==> src/include/rtcio_pkg.sv <==
/*
  constants for the remote ttl control and channel i/o block: pin indices,
  register offsets, reset values, status field positions, priming count and
  the state type. assumes nothing beyond a systemverilog compiler.
*/
package rtcio_pkg;

  // ************************************************************
  // sizes
  // ************************************************************
  localparam int unsigned NUM_CHAN = 8;
  localparam int unsigned NUM_REMOTE = 12;
  localparam int unsigned ADDR_W = 8;
  localparam int unsigned DATA_W = 32;
  localparam int unsigned GS_W = 10;

  // ************************************************************
  // remote input positions inside the synchronised vector
  // ************************************************************
  localparam int unsigned RI_IG1 = 0;
  localparam int unsigned RI_IG2 = 1;
  localparam int unsigned RI_DEGAS = 2;
  localparam int unsigned RI_LOCK = 3;
  localparam int unsigned RI_KEY = 4;
  localparam int unsigned RI_PG1 = 5;
  localparam int unsigned RI_PG2 = 6;
  localparam int unsigned RI_LOG = 7;
  localparam int unsigned RI_REN = 8;
  localparam int unsigned RI_FIL1 = 9;
  localparam int unsigned RI_FIL2 = 10;
  localparam int unsigned RI_PANEL = 11;

  // ************************************************************
  // register offsets (byte addresses)
  // ************************************************************
  localparam logic [7:0] ADDR_CHAN_MANUAL = 8'h00;
  localparam logic [7:0] ADDR_CHAN_AUTO = 8'h04;
  localparam logic [7:0] ADDR_CHAN_POL = 8'h08;
  localparam logic [7:0] ADDR_REMOTE_LVL = 8'h0C;
  localparam logic [7:0] ADDR_GAUGE_STAT = 8'h10;
  localparam logic [7:0] ADDR_CHAN_STAT = 8'h14;

  // ************************************************************
  // reset values
  // ************************************************************
  localparam logic [7:0] RST_CHAN_MANUAL = 8'h00;
  localparam logic [7:0] RST_CHAN_AUTO = 8'h00;
  localparam logic [7:0] RST_CHAN_POL = 8'h00;
  localparam logic [11:0] RST_REMOTE_IDLE = 12'hFFF;
  localparam logic [7:0] RST_CHAN_IDLE = 8'hFF;
  localparam logic [7:0] RST_OUT_N = 8'hFF;
  localparam logic [7:0] RST_RELAY = 8'h00;
  localparam logic RST_PIRANI_ON = 1'b1;

  // ************************************************************
  // gauge status register fields
  // ************************************************************
  localparam int unsigned GS_IG1 = 0;
  localparam int unsigned GS_IG2 = 1;
  localparam int unsigned GS_DEGAS = 2;
  localparam int unsigned GS_FIL1 = 3;
  localparam int unsigned GS_FIL2 = 4;
  localparam int unsigned GS_PG1 = 5;
  localparam int unsigned GS_PG2 = 6;
  localparam int unsigned GS_KEY_IGN = 7;
  localparam int unsigned GS_PANEL_IGN = 8;
  localparam int unsigned GS_RUN = 9;

  // ************************************************************
  // priming: one less than the cycles after reset release before edges count
  // ************************************************************
  localparam logic [2:0] PRIME_CYCLES = 3'h5;

  typedef enum logic [1:0] {
    ST_PRIME = 2'b01,
    ST_RUN = 2'b10
  } rtcio_state_e;

endpackage

==> src/rtcio_sync.sv <==
/*
  three-stage synchroniser with agreement filter for a bus of independent
  asynchronous lines. assumes a single clock and an already synchronised
  active-low reset.
*/
`timescale 1ns/1ns
module rtcio_sync #(
  parameter int unsigned WIDTH = 8,
  parameter logic [WIDTH-1:0] RESET_VAL = '1
) (
  input wire logic clk,
  input wire logic rst_n,
  input wire logic [WIDTH-1:0] async_in,
  output logic [WIDTH-1:0] level_out
);

  // ************************************************************
  // per-line stages
  // ************************************************************
  logic [WIDTH-1:0] stage1_reg;
  logic [WIDTH-1:0] stage2_reg;
  logic [WIDTH-1:0] stage3_reg;

  genvar gi;
  generate
    for (gi = 0; gi < WIDTH; gi = gi + 1)
    begin : g_line
      // stage1 feeds only stage2; level moves when stage2 and stage3 agree
      always_ff @(posedge clk or negedge rst_n)
      begin
        if (!rst_n)
        begin
          stage1_reg[gi] <= RESET_VAL[gi];
          stage2_reg[gi] <= RESET_VAL[gi];
          stage3_reg[gi] <= RESET_VAL[gi];
          level_out[gi] <= RESET_VAL[gi];
        end
        else
        begin
          stage1_reg[gi] <= async_in[gi];
          stage2_reg[gi] <= stage1_reg[gi];
          stage3_reg[gi] <= stage2_reg[gi];
          if (stage2_reg[gi] == stage3_reg[gi])
            level_out[gi] <= stage3_reg[gi]; // single-cycle glitches never pass
        end
      end
    end
  endgenerate

endmodule

==> src/rtcio_top.sv <==
/*
  remote ttl control inputs and process channel ttl i/o of a vacuum gauge
  controller. turns remote pin edges and levels into gauge control states,
  drives eight active-low channel outputs and relay drives, and offers a
  small register port. assumes opto-isolated pins arriving asynchronously
  and a gauge controller that acts on the state outputs.
*/
// Local design decisions: the plain strobed port and the address map.
`timescale 1ns/1ns
module rtcio_top #(
  parameter int unsigned NUM_CHAN = rtcio_pkg::NUM_CHAN
) (
  input wire logic ref_clk,
  input wire logic rst_n,
  input wire logic gauge_one_emission_request,
  input wire logic gauge_two_emission_request,
  input wire logic degas_request,
  input wire logic emission_lockout,
  input wire logic gauge_keypad_disable,
  input wire logic pirani_one_power_input,
  input wire logic pirani_two_power_input,
  input wire logic log_clear_request,
  input wire logic remote_gauge_enable,
  input wire logic filament_one_select,
  input wire logic filament_two_select,
  input wire logic panel_disable_n,
  input wire logic [NUM_CHAN-1:0] channel_in,
  input wire logic [rtcio_pkg::ADDR_W-1:0] addr,
  input wire logic [rtcio_pkg::DATA_W-1:0] wr_data,
  input wire logic wr_en,
  input wire logic rd_en,
  output logic [rtcio_pkg::DATA_W-1:0] rd_data,
  output logic [NUM_CHAN-1:0] channel_out_n,
  output logic [NUM_CHAN-1:0] relay_drive,
  output logic gauge_one_emission_on,
  output logic gauge_two_emission_on,
  output logic degas_on,
  output logic filament_one_on,
  output logic filament_two_on,
  output logic pirani_one_on,
  output logic pirani_two_on,
  output logic log_clear_pulse,
  output logic keypad_ignore,
  output logic panel_ignore
);

  // ************************************************************
  // reset release
  // ************************************************************
  logic rst_meta_reg;
  logic rst_sync_n;

  // async assert, release through two flops
  always_ff @(posedge ref_clk or negedge rst_n)
  begin
    if (!rst_n)
    begin
      rst_meta_reg <= 1'b0;
      rst_sync_n <= 1'b0;
    end
    else
    begin
      rst_meta_reg <= 1'b1;
      rst_sync_n <= rst_meta_reg;
    end
  end

  // ************************************************************
  // input synchronisation
  // ************************************************************
  logic [rtcio_pkg::NUM_REMOTE-1:0] remote_raw;
  logic [rtcio_pkg::NUM_REMOTE-1:0] remote_lvl;
  logic [NUM_CHAN-1:0] chan_lvl;

  // twelve remote lines gathered into one vector
  assign remote_raw = {panel_disable_n, filament_two_select, filament_one_select,
                       remote_gauge_enable, log_clear_request, pirani_two_power_input,
                       pirani_one_power_input, gauge_keypad_disable, emission_lockout,
                       degas_request, gauge_two_emission_request,
                       gauge_one_emission_request};

  rtcio_sync #(
    .WIDTH(rtcio_pkg::NUM_REMOTE),
    .RESET_VAL(rtcio_pkg::RST_REMOTE_IDLE)
  ) u_remote_sync (
    .clk(ref_clk),
    .rst_n(rst_sync_n),
    .async_in(remote_raw),
    .level_out(remote_lvl)
  );

  rtcio_sync #(
    .WIDTH(NUM_CHAN),
    .RESET_VAL(rtcio_pkg::RST_CHAN_IDLE)
  ) u_chan_sync (
    .clk(ref_clk),
    .rst_n(rst_sync_n),
    .async_in(channel_in),
    .level_out(chan_lvl)
  );

  // ************************************************************
  // priming and edge detection
  // ************************************************************
  rtcio_pkg::rtcio_state_e state_reg;
  logic [2:0] prime_cnt_reg;
  logic [rtcio_pkg::NUM_REMOTE-1:0] prev_lvl_reg;
  logic [rtcio_pkg::NUM_REMOTE-1:0] fall_v;
  logic [rtcio_pkg::NUM_REMOTE-1:0] rise_v;
  logic run;

  // wait until the synchroniser has flushed its reset value
  always_ff @(posedge ref_clk or negedge rst_sync_n)
  begin
    if (!rst_sync_n)
    begin
      state_reg <= rtcio_pkg::ST_PRIME;
      prime_cnt_reg <= 3'h0;
    end
    else
    begin
      case (state_reg)
        rtcio_pkg::ST_PRIME:
        begin
          prime_cnt_reg <= prime_cnt_reg + 3'h1;
          if (prime_cnt_reg == rtcio_pkg::PRIME_CYCLES)
            state_reg <= rtcio_pkg::ST_RUN;
        end
        rtcio_pkg::ST_RUN:
          state_reg <= rtcio_pkg::ST_RUN;
        default:
          state_reg <= rtcio_pkg::ST_PRIME;
      endcase
    end
  end

  // history always tracks, so the first edge after priming is genuine
  always_ff @(posedge ref_clk or negedge rst_sync_n)
  begin
    if (!rst_sync_n)
      prev_lvl_reg <= rtcio_pkg::RST_REMOTE_IDLE;
    else
      prev_lvl_reg <= remote_lvl;
  end

  assign run = (state_reg == rtcio_pkg::ST_RUN);
  assign fall_v = prev_lvl_reg & ~remote_lvl & {rtcio_pkg::NUM_REMOTE{run}};
  assign rise_v = ~prev_lvl_reg & remote_lvl & {rtcio_pkg::NUM_REMOTE{run}};

  // ************************************************************
  // gauge control states
  // ************************************************************
  logic remote_blocked;
  logic lockout_clear;

  assign remote_blocked = remote_lvl[rtcio_pkg::RI_REN];
  assign lockout_clear = remote_lvl[rtcio_pkg::RI_LOCK];

  // emission: lockout is a level and outranks any request edge
  always_ff @(posedge ref_clk or negedge rst_sync_n)
  begin
    if (!rst_sync_n)
    begin
      gauge_one_emission_on <= 1'b0;
      gauge_two_emission_on <= 1'b0;
    end
    else
    begin
      if (!lockout_clear)
        gauge_one_emission_on <= 1'b0;
      else if (!remote_blocked && fall_v[rtcio_pkg::RI_IG1])
        gauge_one_emission_on <= 1'b1;
      else if (!remote_blocked && rise_v[rtcio_pkg::RI_IG1])
        gauge_one_emission_on <= 1'b0;
      if (!lockout_clear)
        gauge_two_emission_on <= 1'b0;
      else if (!remote_blocked && fall_v[rtcio_pkg::RI_IG2])
        gauge_two_emission_on <= 1'b1;
      else if (!remote_blocked && rise_v[rtcio_pkg::RI_IG2])
        gauge_two_emission_on <= 1'b0;
    end
  end

  // degas and filaments, all gated by remote enable
  always_ff @(posedge ref_clk or negedge rst_sync_n)
  begin
    if (!rst_sync_n)
    begin
      degas_on <= 1'b0;
      filament_one_on <= 1'b0;
      filament_two_on <= 1'b0;
    end
    else if (!remote_blocked)
    begin
      if (fall_v[rtcio_pkg::RI_DEGAS])
        degas_on <= 1'b1;
      else if (rise_v[rtcio_pkg::RI_DEGAS])
        degas_on <= 1'b0;
      if (fall_v[rtcio_pkg::RI_FIL1])
        filament_one_on <= 1'b1;
      else if (rise_v[rtcio_pkg::RI_FIL1])
        filament_one_on <= 1'b0;
      if (fall_v[rtcio_pkg::RI_FIL2])
        filament_two_on <= 1'b1;
      else if (rise_v[rtcio_pkg::RI_FIL2])
        filament_two_on <= 1'b0;
    end
  end

  // pirani power is inverted: a falling edge powers the gauge down
  always_ff @(posedge ref_clk or negedge rst_sync_n)
  begin
    if (!rst_sync_n)
    begin
      pirani_one_on <= rtcio_pkg::RST_PIRANI_ON;
      pirani_two_on <= rtcio_pkg::RST_PIRANI_ON;
    end
    else
    begin
      if (fall_v[rtcio_pkg::RI_PG1])
        pirani_one_on <= 1'b0;
      else if (rise_v[rtcio_pkg::RI_PG1])
        pirani_one_on <= 1'b1;
      if (fall_v[rtcio_pkg::RI_PG2])
        pirani_two_on <= 1'b0;
      else if (rise_v[rtcio_pkg::RI_PG2])
        pirani_two_on <= 1'b1;
    end
  end

  // log clear is a one-cycle command; level disables follow the pins
  always_ff @(posedge ref_clk or negedge rst_sync_n)
  begin
    if (!rst_sync_n)
    begin
      log_clear_pulse <= 1'b0;
      keypad_ignore <= 1'b0;
      panel_ignore <= 1'b0;
    end
    else
    begin
      log_clear_pulse <= fall_v[rtcio_pkg::RI_LOG];
      keypad_ignore <= ~remote_lvl[rtcio_pkg::RI_KEY];
      panel_ignore <= ~remote_lvl[rtcio_pkg::RI_PANEL];
    end
  end

  // ************************************************************
  // process channels
  // ************************************************************
  logic [NUM_CHAN-1:0] chan_manual_reg;
  logic [NUM_CHAN-1:0] chan_auto_reg;
  logic [NUM_CHAN-1:0] chan_pol_reg;
  logic [NUM_CHAN-1:0] chan_act;

  genvar ci;
  generate
    for (ci = 0; ci < NUM_CHAN; ci = ci + 1)
    begin : g_chan
      // auto channels follow their input at the chosen polarity
      assign chan_act[ci] = run && (chan_auto_reg[ci] ?
                            (chan_lvl[ci] == chan_pol_reg[ci]) : chan_manual_reg[ci]);

      // output and relay come from the same term so they never disagree
      always_ff @(posedge ref_clk or negedge rst_sync_n)
      begin
        if (!rst_sync_n)
        begin
          channel_out_n[ci] <= rtcio_pkg::RST_OUT_N[ci];
          relay_drive[ci] <= rtcio_pkg::RST_RELAY[ci];
        end
        else
        begin
          channel_out_n[ci] <= ~chan_act[ci];
          relay_drive[ci] <= chan_act[ci];
        end
      end
    end
  endgenerate

  // ************************************************************
  // register port
  // ************************************************************
  logic [rtcio_pkg::GS_W-1:0] gauge_stat;

  assign gauge_stat = {run, panel_ignore, keypad_ignore, pirani_two_on, pirani_one_on,
                       filament_two_on, filament_one_on, degas_on,
                       gauge_two_emission_on, gauge_one_emission_on};

  // writes: unmapped offsets are dropped
  always_ff @(posedge ref_clk or negedge rst_sync_n)
  begin
    if (!rst_sync_n)
    begin
      chan_manual_reg <= rtcio_pkg::RST_CHAN_MANUAL;
      chan_auto_reg <= rtcio_pkg::RST_CHAN_AUTO;
      chan_pol_reg <= rtcio_pkg::RST_CHAN_POL;
    end
    else if (wr_en)
    begin
      if (addr == rtcio_pkg::ADDR_CHAN_MANUAL)
        chan_manual_reg <= wr_data[NUM_CHAN-1:0];
      else if (addr == rtcio_pkg::ADDR_CHAN_AUTO)
        chan_auto_reg <= wr_data[NUM_CHAN-1:0];
      else if (addr == rtcio_pkg::ADDR_CHAN_POL)
        chan_pol_reg <= wr_data[NUM_CHAN-1:0];
    end
  end

  // read data stands one cycle only; zero elsewhere and for unmapped offsets
  always_ff @(posedge ref_clk or negedge rst_sync_n)
  begin
    if (!rst_sync_n)
      rd_data <= '0;
    else if (!rd_en)
      rd_data <= '0;
    else if (addr == rtcio_pkg::ADDR_CHAN_MANUAL)
      rd_data <= rtcio_pkg::DATA_W'(chan_manual_reg);
    else if (addr == rtcio_pkg::ADDR_CHAN_AUTO)
      rd_data <= rtcio_pkg::DATA_W'(chan_auto_reg);
    else if (addr == rtcio_pkg::ADDR_CHAN_POL)
      rd_data <= rtcio_pkg::DATA_W'(chan_pol_reg);
    else if (addr == rtcio_pkg::ADDR_REMOTE_LVL)
      rd_data <= rtcio_pkg::DATA_W'(remote_lvl);
    else if (addr == rtcio_pkg::ADDR_GAUGE_STAT)
      rd_data <= rtcio_pkg::DATA_W'(gauge_stat);
    else if (addr == rtcio_pkg::ADDR_CHAN_STAT)
      rd_data <= rtcio_pkg::DATA_W'({chan_lvl, ~channel_out_n});
    else
      rd_data <= '0;
  end
endmodule

==> config.mk <==
export PLATFORM = sky130hd
export DESIGN_NAME = rtcio_top
export DESIGN_NICKNAME = d
export VERILOG_FILES = /design/src/include/rtcio_pkg.sv /design/src/rtcio_sync.sv /design/src/rtcio_top.sv
export SDC_FILE = /design/constraint.sdc
export NUM_CORES = 1
export LEC_CHECK = 0
export BUFFER_PORTS_ARGS = -buffer_cell sky130_fd_sc_hd__buf_2
export CORE_AREA = 2 2 127 129
export DETAILED_ROUTE_END_ITERATION = 6
export DIE_AREA = 0 0 129 131
export GPL_TIMING_DRIVEN = 0
export PLACE_DENSITY = 0.63
export SYNTH_ARGS = -nofsm -noshare
export SYNTH_HDL_FRONTEND = slang
export SYNTH_HIERARCHICAL = 1
export SYNTH_SLANG_ARGS = --single-unit
==> constraint.sdc <==
create_clock -name ref_clk -period 13.1 [get_ports ref_clk]
set_clock_uncertainty 0.05 [all_clocks]
set_input_delay 1.31 -clock ref_clk [delete_from_list [all_inputs] [get_ports ref_clk]]
set_output_delay 1.31 -clock ref_clk [all_outputs]
set_load 0.01 [all_outputs]
* Word-level counts from Yosys, hierarchy flattened
Index checks and enable logic that the tools add are counted.
** Word-level totals
- Output and inout port bits :: 58
- Bits in registers :: 180
- Word-level logic and storage cells :: 233
** Cells by class
- Bitwise logic cells :: 20
- Muxes and demuxes :: 33
- Reductions and logical operators :: 25
- $add $sub $neg :: 1
- Equality and inequality tests :: 39
** Operators by type and width (number)
- 2-to-1 mux 32 bit :: 4
- 2-to-1 mux 16 bit :: 3
- bitwise AND 11 bit :: 4
- equality test 1 bit :: 28
- 2-to-1 mux 1 bit :: 24
- inverter 11 bit :: 2
- equality test 8 x 4 -> 1 bit (second input constant) :: 2
- equality test 8 x 5 -> 1 bit (second input constant) :: 2
- inverter 1 bit :: 13
- logical AND 1 bit :: 12
- nonzero test 2 bit :: 5
- equality test 8 x 3 -> 1 bit (second input constant) :: 1
- zero test 8 bit :: 1
- inverter 8 bit :: 1
- AND reduction 2 bit :: 4
- != test 3 bit (second input constant) :: 2
- case mux 2 bit (2 select lines) :: 1
- AND reduction 4 bit :: 1
- adder 3 x 1 -> 3 bit (second input constant) :: 1
- equality test 3 bit (second input constant) :: 1
- AND reduction 3 bit :: 1
- equality test 2 x 1 -> 1 bit (second input constant) :: 1
- equality test 2 bit (second input constant) :: 1
- 2-to-1 mux 2 bit :: 1
- 2 further kinds :: 2

* Depth between registers and ports, before layout
- Word-level depth :: 8
- Depth in mapped cells :: 6
- Depth with buffers taken out :: 6

* Hierarchy
The synthesis kept the hierarchy.
** By module, submodules not included
- rtcio_top :: times used 1, cells each 318, seq. area each 2050.7 sq um, area each 3742.3 sq um
- rtcio_sync at u_remote_sync :: times used 1, cells each 60, seq. area each 1261.2 sq um, area each 1396.3 sq um
- rtcio_sync at u_chan_sync :: times used 1, cells each 40, seq. area each 840.8 sq um, area each 930.9 sq um

* Worst setup path after synthesis
No wires, ideal clock.
- Path type :: input-to-reg
- Start :: input addr[1] (netlist name)
- End :: register rd_data[0] (netlist name)
- Path slack :: 10.409 ns
- Data required time :: 12.925 ns
- Cell stages on the path :: 5
- Arrival time :: 2.517 ns
- Path through :: or3_4 > or4_4 > buf_6 > o221ai_2 > a21oi_1
** On the way
- Word-level cells in the longest chain between the ends :: 8
- Elaborated cells between the ends (all ways) :: 13
** RTL lines
- from (decl) :: line rtcio_top.sv:28 : input wire logic [rtcio_pkg::ADDR_W-1:0] addr,
- equality test 8 x 5 -> 1 bit :: line rtcio_top.sv:327 : else if (addr == rtcio_pkg::ADDR_CHAN_STAT)
- 2-to-1 mux 16 bit :: line rtcio_top.sv:327
- 2-to-1 mux 16 bit :: line rtcio_top.sv:325 : else if (addr == rtcio_pkg::ADDR_GAUGE_STAT)
- 2-to-1 mux 16 bit :: line rtcio_top.sv:323 : else if (addr == rtcio_pkg::ADDR_REMOTE_LVL)
- 2-to-1 mux 32 bit :: line rtcio_top.sv:321 : else if (addr == rtcio_pkg::ADDR_CHAN_POL)
- 2-to-1 mux 32 bit :: line rtcio_top.sv:319 : else if (addr == rtcio_pkg::ADDR_CHAN_AUTO)
- 2-to-1 mux 32 bit (*) :: line rtcio_top.sv:317 : else if (addr == rtcio_pkg::ADDR_CHAN_MANUAL)
- 2-to-1 mux 32 bit (*) :: line rtcio_top.sv:315 : else if (!rd_en)
- to (signal assigned) :: line rtcio_top.sv:318 : rd_data <= rtcio_pkg::DATA_W'(chan_manual_reg);
- to (signal assigned) :: line rtcio_top.sv:320 : rd_data <= rtcio_pkg::DATA_W'(chan_auto_reg);
- to (signal assigned) :: line rtcio_top.sv:322 : rd_data <= rtcio_pkg::DATA_W'(chan_pol_reg);
- to (decl) :: line rtcio_top.sv:32 : output logic [rtcio_pkg::DATA_W-1:0] rd_data,
Every way passes the cells marked *; elsewhere a longest branch is shown, timed or not.
A chain may end at the register's enable or synchronous reset.

* Worst setup path in the final report
- Start :: input addr[5] (netlist name)
- End :: register rd_data[10] (netlist name)
The elaborated chain is that of the path after synthesis.

==> metrics.yaml <==
outcome: "complete, no violations"
detail-route-antenna-nets: 0
grt_usage_pct: 16.07
pwr-share-clk_pct: 44.9
largest_register_ffs: 16
cp.arrival_ps: 3300
synth_top_family_by_area: "compound AO/OA/AOI/OAI gates"
grt_pass1_vias: 3762
cts_setup_buffers: 0
grt_pass1_wl_um: 19910
routed_wl_um: 12750
synth_compound_area_share_pct: 8.905
hpwl_um: 8761
ioPinCount: 122
synth_cells: 418
internal_power_uw: 931.8
critical-path-top-delay-family: "simple AND/OR/NAND/NOR gates"
layout_commonest_cell: "dfstp_2"
p_leak_uw: 0.003379
io_buffers: 81
syn_area_mm2: 0.006070
clock-root-buffer: "clkbuf_16"
setup_viol: 0
p_comb_share_pct: 7.0
cts.sinks: 161
path_class: "in2reg"
startpoint_type: "primary input"
overflow: 0
wl_per_cell_um: 16.64
finalWorstSetupSlack_ps: 10080
synth_xor_area_share_pct: 1.443
clkTransAtPathRegs_ps: 60
worstPathCellList: "buf_2 > or3_4 > nor3_1 > a22oi_1 > nor2_1"
die_x_um: 129
place_ws_ps: 9713
switching_power_uw: 256.4
synth_edf_count: 0
grt_setup_unrepaired: "false"
drtIter0Drc: 221
relSlewSlack_pct: 13.43
synthAdderAreaFrac_pct: 4.535
h-tree-depth: 4
drc: 0
dieArea_mm2: 0.01690
maxCapViolCount: 0
rows: 46
via_count: 3602
ys_async_sr_fraction_pct: 100.0
die_y_um: 131
p_seq_share_pct: 48.1
slowest_delay_ps: 1030
top_register: "rd_data"
cts_inserted_buffers: 17
nets: 603
cts_tree: "yes"
irDropWorstVdd_mv: 0.08152
viasPerCell: 4.702
holdBufCountCts: 0
gp_congestion: 0.8691
fmax_ghz: 0.3313
worst-path-max-fanout: 6
p_per_area_mw_per_mm2: 158.1
synth_ff_type: "dfstp_2"
finalCritPeriodShare_pct: 23.04
critical_path_required_ps: 13380
tightest_slew_ps: 1289
antenna_found_initial: 4
synthMuxAreaShare_pct: 6.143
setup_tns_ps: 0
synthToLayoutAreaGrowth_pct: 23.83
final_max_slew_viol_count: 0
hold_class: "reg2reg"
synth_warnings: 6
final_cell_mix: "dfstp_2 (99), buf_2 (82), dfrtp_1 (61)"
fin_crit_ps: 3018
clk_latency_ps: 420
yosys.area_share.simple_pct: 6.514
n_fill_cell: 1338
avgSynthCellArea_um2: 14.52
ys_seq_area_share_pct: 68.42
synth_seq_cells: 161
rrSetupSlack_ps: 11270
dr.pass1.iters: 4
drive_above_1_share_pct: 53.10
swShare_pct: 21.58
grt_max_degree: 79
cts_resized: 0
synth_cell_type_count: 39
timing.critical_path.buf_inv: 1
initial_core_util_pct: 38.91
max-clock-path-buffers: 2
crit_path_end_kind: "register"
critical_path.slowest_cell: "nor3_1"
coreArea_mm2: 0.01560
final-hold-violation-count: 0
[stage by stage]
stage | util, % | total power (µW) | hold slack (ps) | instances | cell area [µm²]
2_1_floorplan | - | 623.8 | 281.2 | 433 | 6126
3_3_place_gp | 43.61 | 655.7 | 288.2 | 730 | 6802
3_5_place_dp | 43.98 | 662.8 | 290.5 | 732 | 6860
4_1_cts | 48.16 | 1204 | 301.6 | 764 | 7511
5_1_grt | 48.17 | 1240 | 302.0 | 765 | 7513
6_report | 48.19 | 1188 | 301.0 | 766 | 7516
[power groups by stage]
stage | clock (µW) | sequential, µW | combinational [µW]
detailed placement | 0 | 579 | 83.6
global route | 572 | 575 | 92.4
floorplan | 0 | 581 | 43.2
finish | 534 | 571 | 82.8
global placement | 0 | 585 | 70.4
CTS | 548 | 572 | 84.0
[synth_stat cells (2+ instances only)]
cell | number | area, µm²
dfstp_2 | 99 | 2601
maj3_2 | 20 | 225.2
mux2i_1 | 8 | 80.08
clkbuf_1 | 7 | 26.28
xnor2_1 | 9 | 78.83
nand2b_1 | 11 | 68.82
mux2_2 | 26 | 292.8
and3_1 | 5 | 31.28
a21oi_1 | 26 | 130.1
ha_1 | 4 | 50.05
o22ai_1 | 8 | 50.05
conb_1 | 2 | 7.510
inv_1 | 16 | 60.06
dfrtp_1 | 62 | 1551
nand2_1 | 18 | 67.56
nor2_1 | 9 | 33.78
nor2b_1 | 12 | 75.07
a22oi_1 | 2 | 15.01
o22a_1 | 8 | 70.07
buf_4 | 17 | 127.6
a32oi_1 | 2 | 17.52
buf_1 | 2 | 7.510
and2_1 | 3 | 18.77
o221ai_2 | 8 | 120.1
o21ai_0 | 12 | 60.06
a2bb2oi_1 | 8 | 70.07
or3_4 | 2 | 22.52
[final timing paths]
| path | start | end | cells past startpoint |
|---|---|---|---|
| min in group asynchronous | rst_sync_n$_DFF_PN0_ | u_chan_sync/stage1_reg[2]$_DFF_PN1_ | 0 |
| setup / recovery | addr[5] | rd_data[10]$_DFF_PN0_ | 5 |
| hold reg to reg | u_remote_sync/stage1_reg[2]$_DFF_PN1_ | u_remote_sync/stage2_reg[2]$_DFF_PN1_ | 0 |
| setup reg to reg | state_reg[0]$_DFFE_PN1P_ | gauge_two_emission_on$_DFFE_PN0P_ | 6 |
| max in group asynchronous | rst_sync_n$_DFF_PN0_ | channel_out_n[5]$_DFF_PN1_ | 1 |
| hold / removal | u_remote_sync/stage1_reg[2]$_DFF_PN1_ | u_remote_sync/stage2_reg[2]$_DFF_PN1_ | 0 |
[area by class of cell]
class	count	area, µm²	share of cell area, %
clock buffers	24	504.2	6.709
repair buffers	83	460.4	6.126
diodes	2	5.005	0.06659
well taps	216	270.3	3.596
multi-input cells	228	1735	23.09
plain buffers	28	177.7	2.364
clock inverters	8	146.4	1.948
flip-flops and latches	161	4156	55.30
inverters	16	60.06	0.7991
[logic make-up (layout without fill, tap and decap cells)]
| group | after synthesis | count (layout) |
|---|---|---|
| AO/OA/AOI/OAI | 75 | 75 |
| multiplexers | 34 | 34 |
| other | 2 | 19 |
| buffers and inverters | 44 | 159 |
| adder cells (fa/ha/maj) | 24 | 24 |
| XOR/XNOR | 10 | 10 |
| AND/OR/NAND/NOR | 68 | 68 |
| flip-flops | 161 | 161 |
[metal layers]
metal	up-vias	global-route usage [%]	wire length, µm	part of all wire (%)
met2	128	25.43	6191	49
met1	1786	18.54	5025	39
li1	1651	-	-	-
met3	33	6.922	1143	9.0
met5	-	0	24	0.19
met4	4	8.760	362	2.8
No activity file was read; power rests on OpenSTA's default activity.
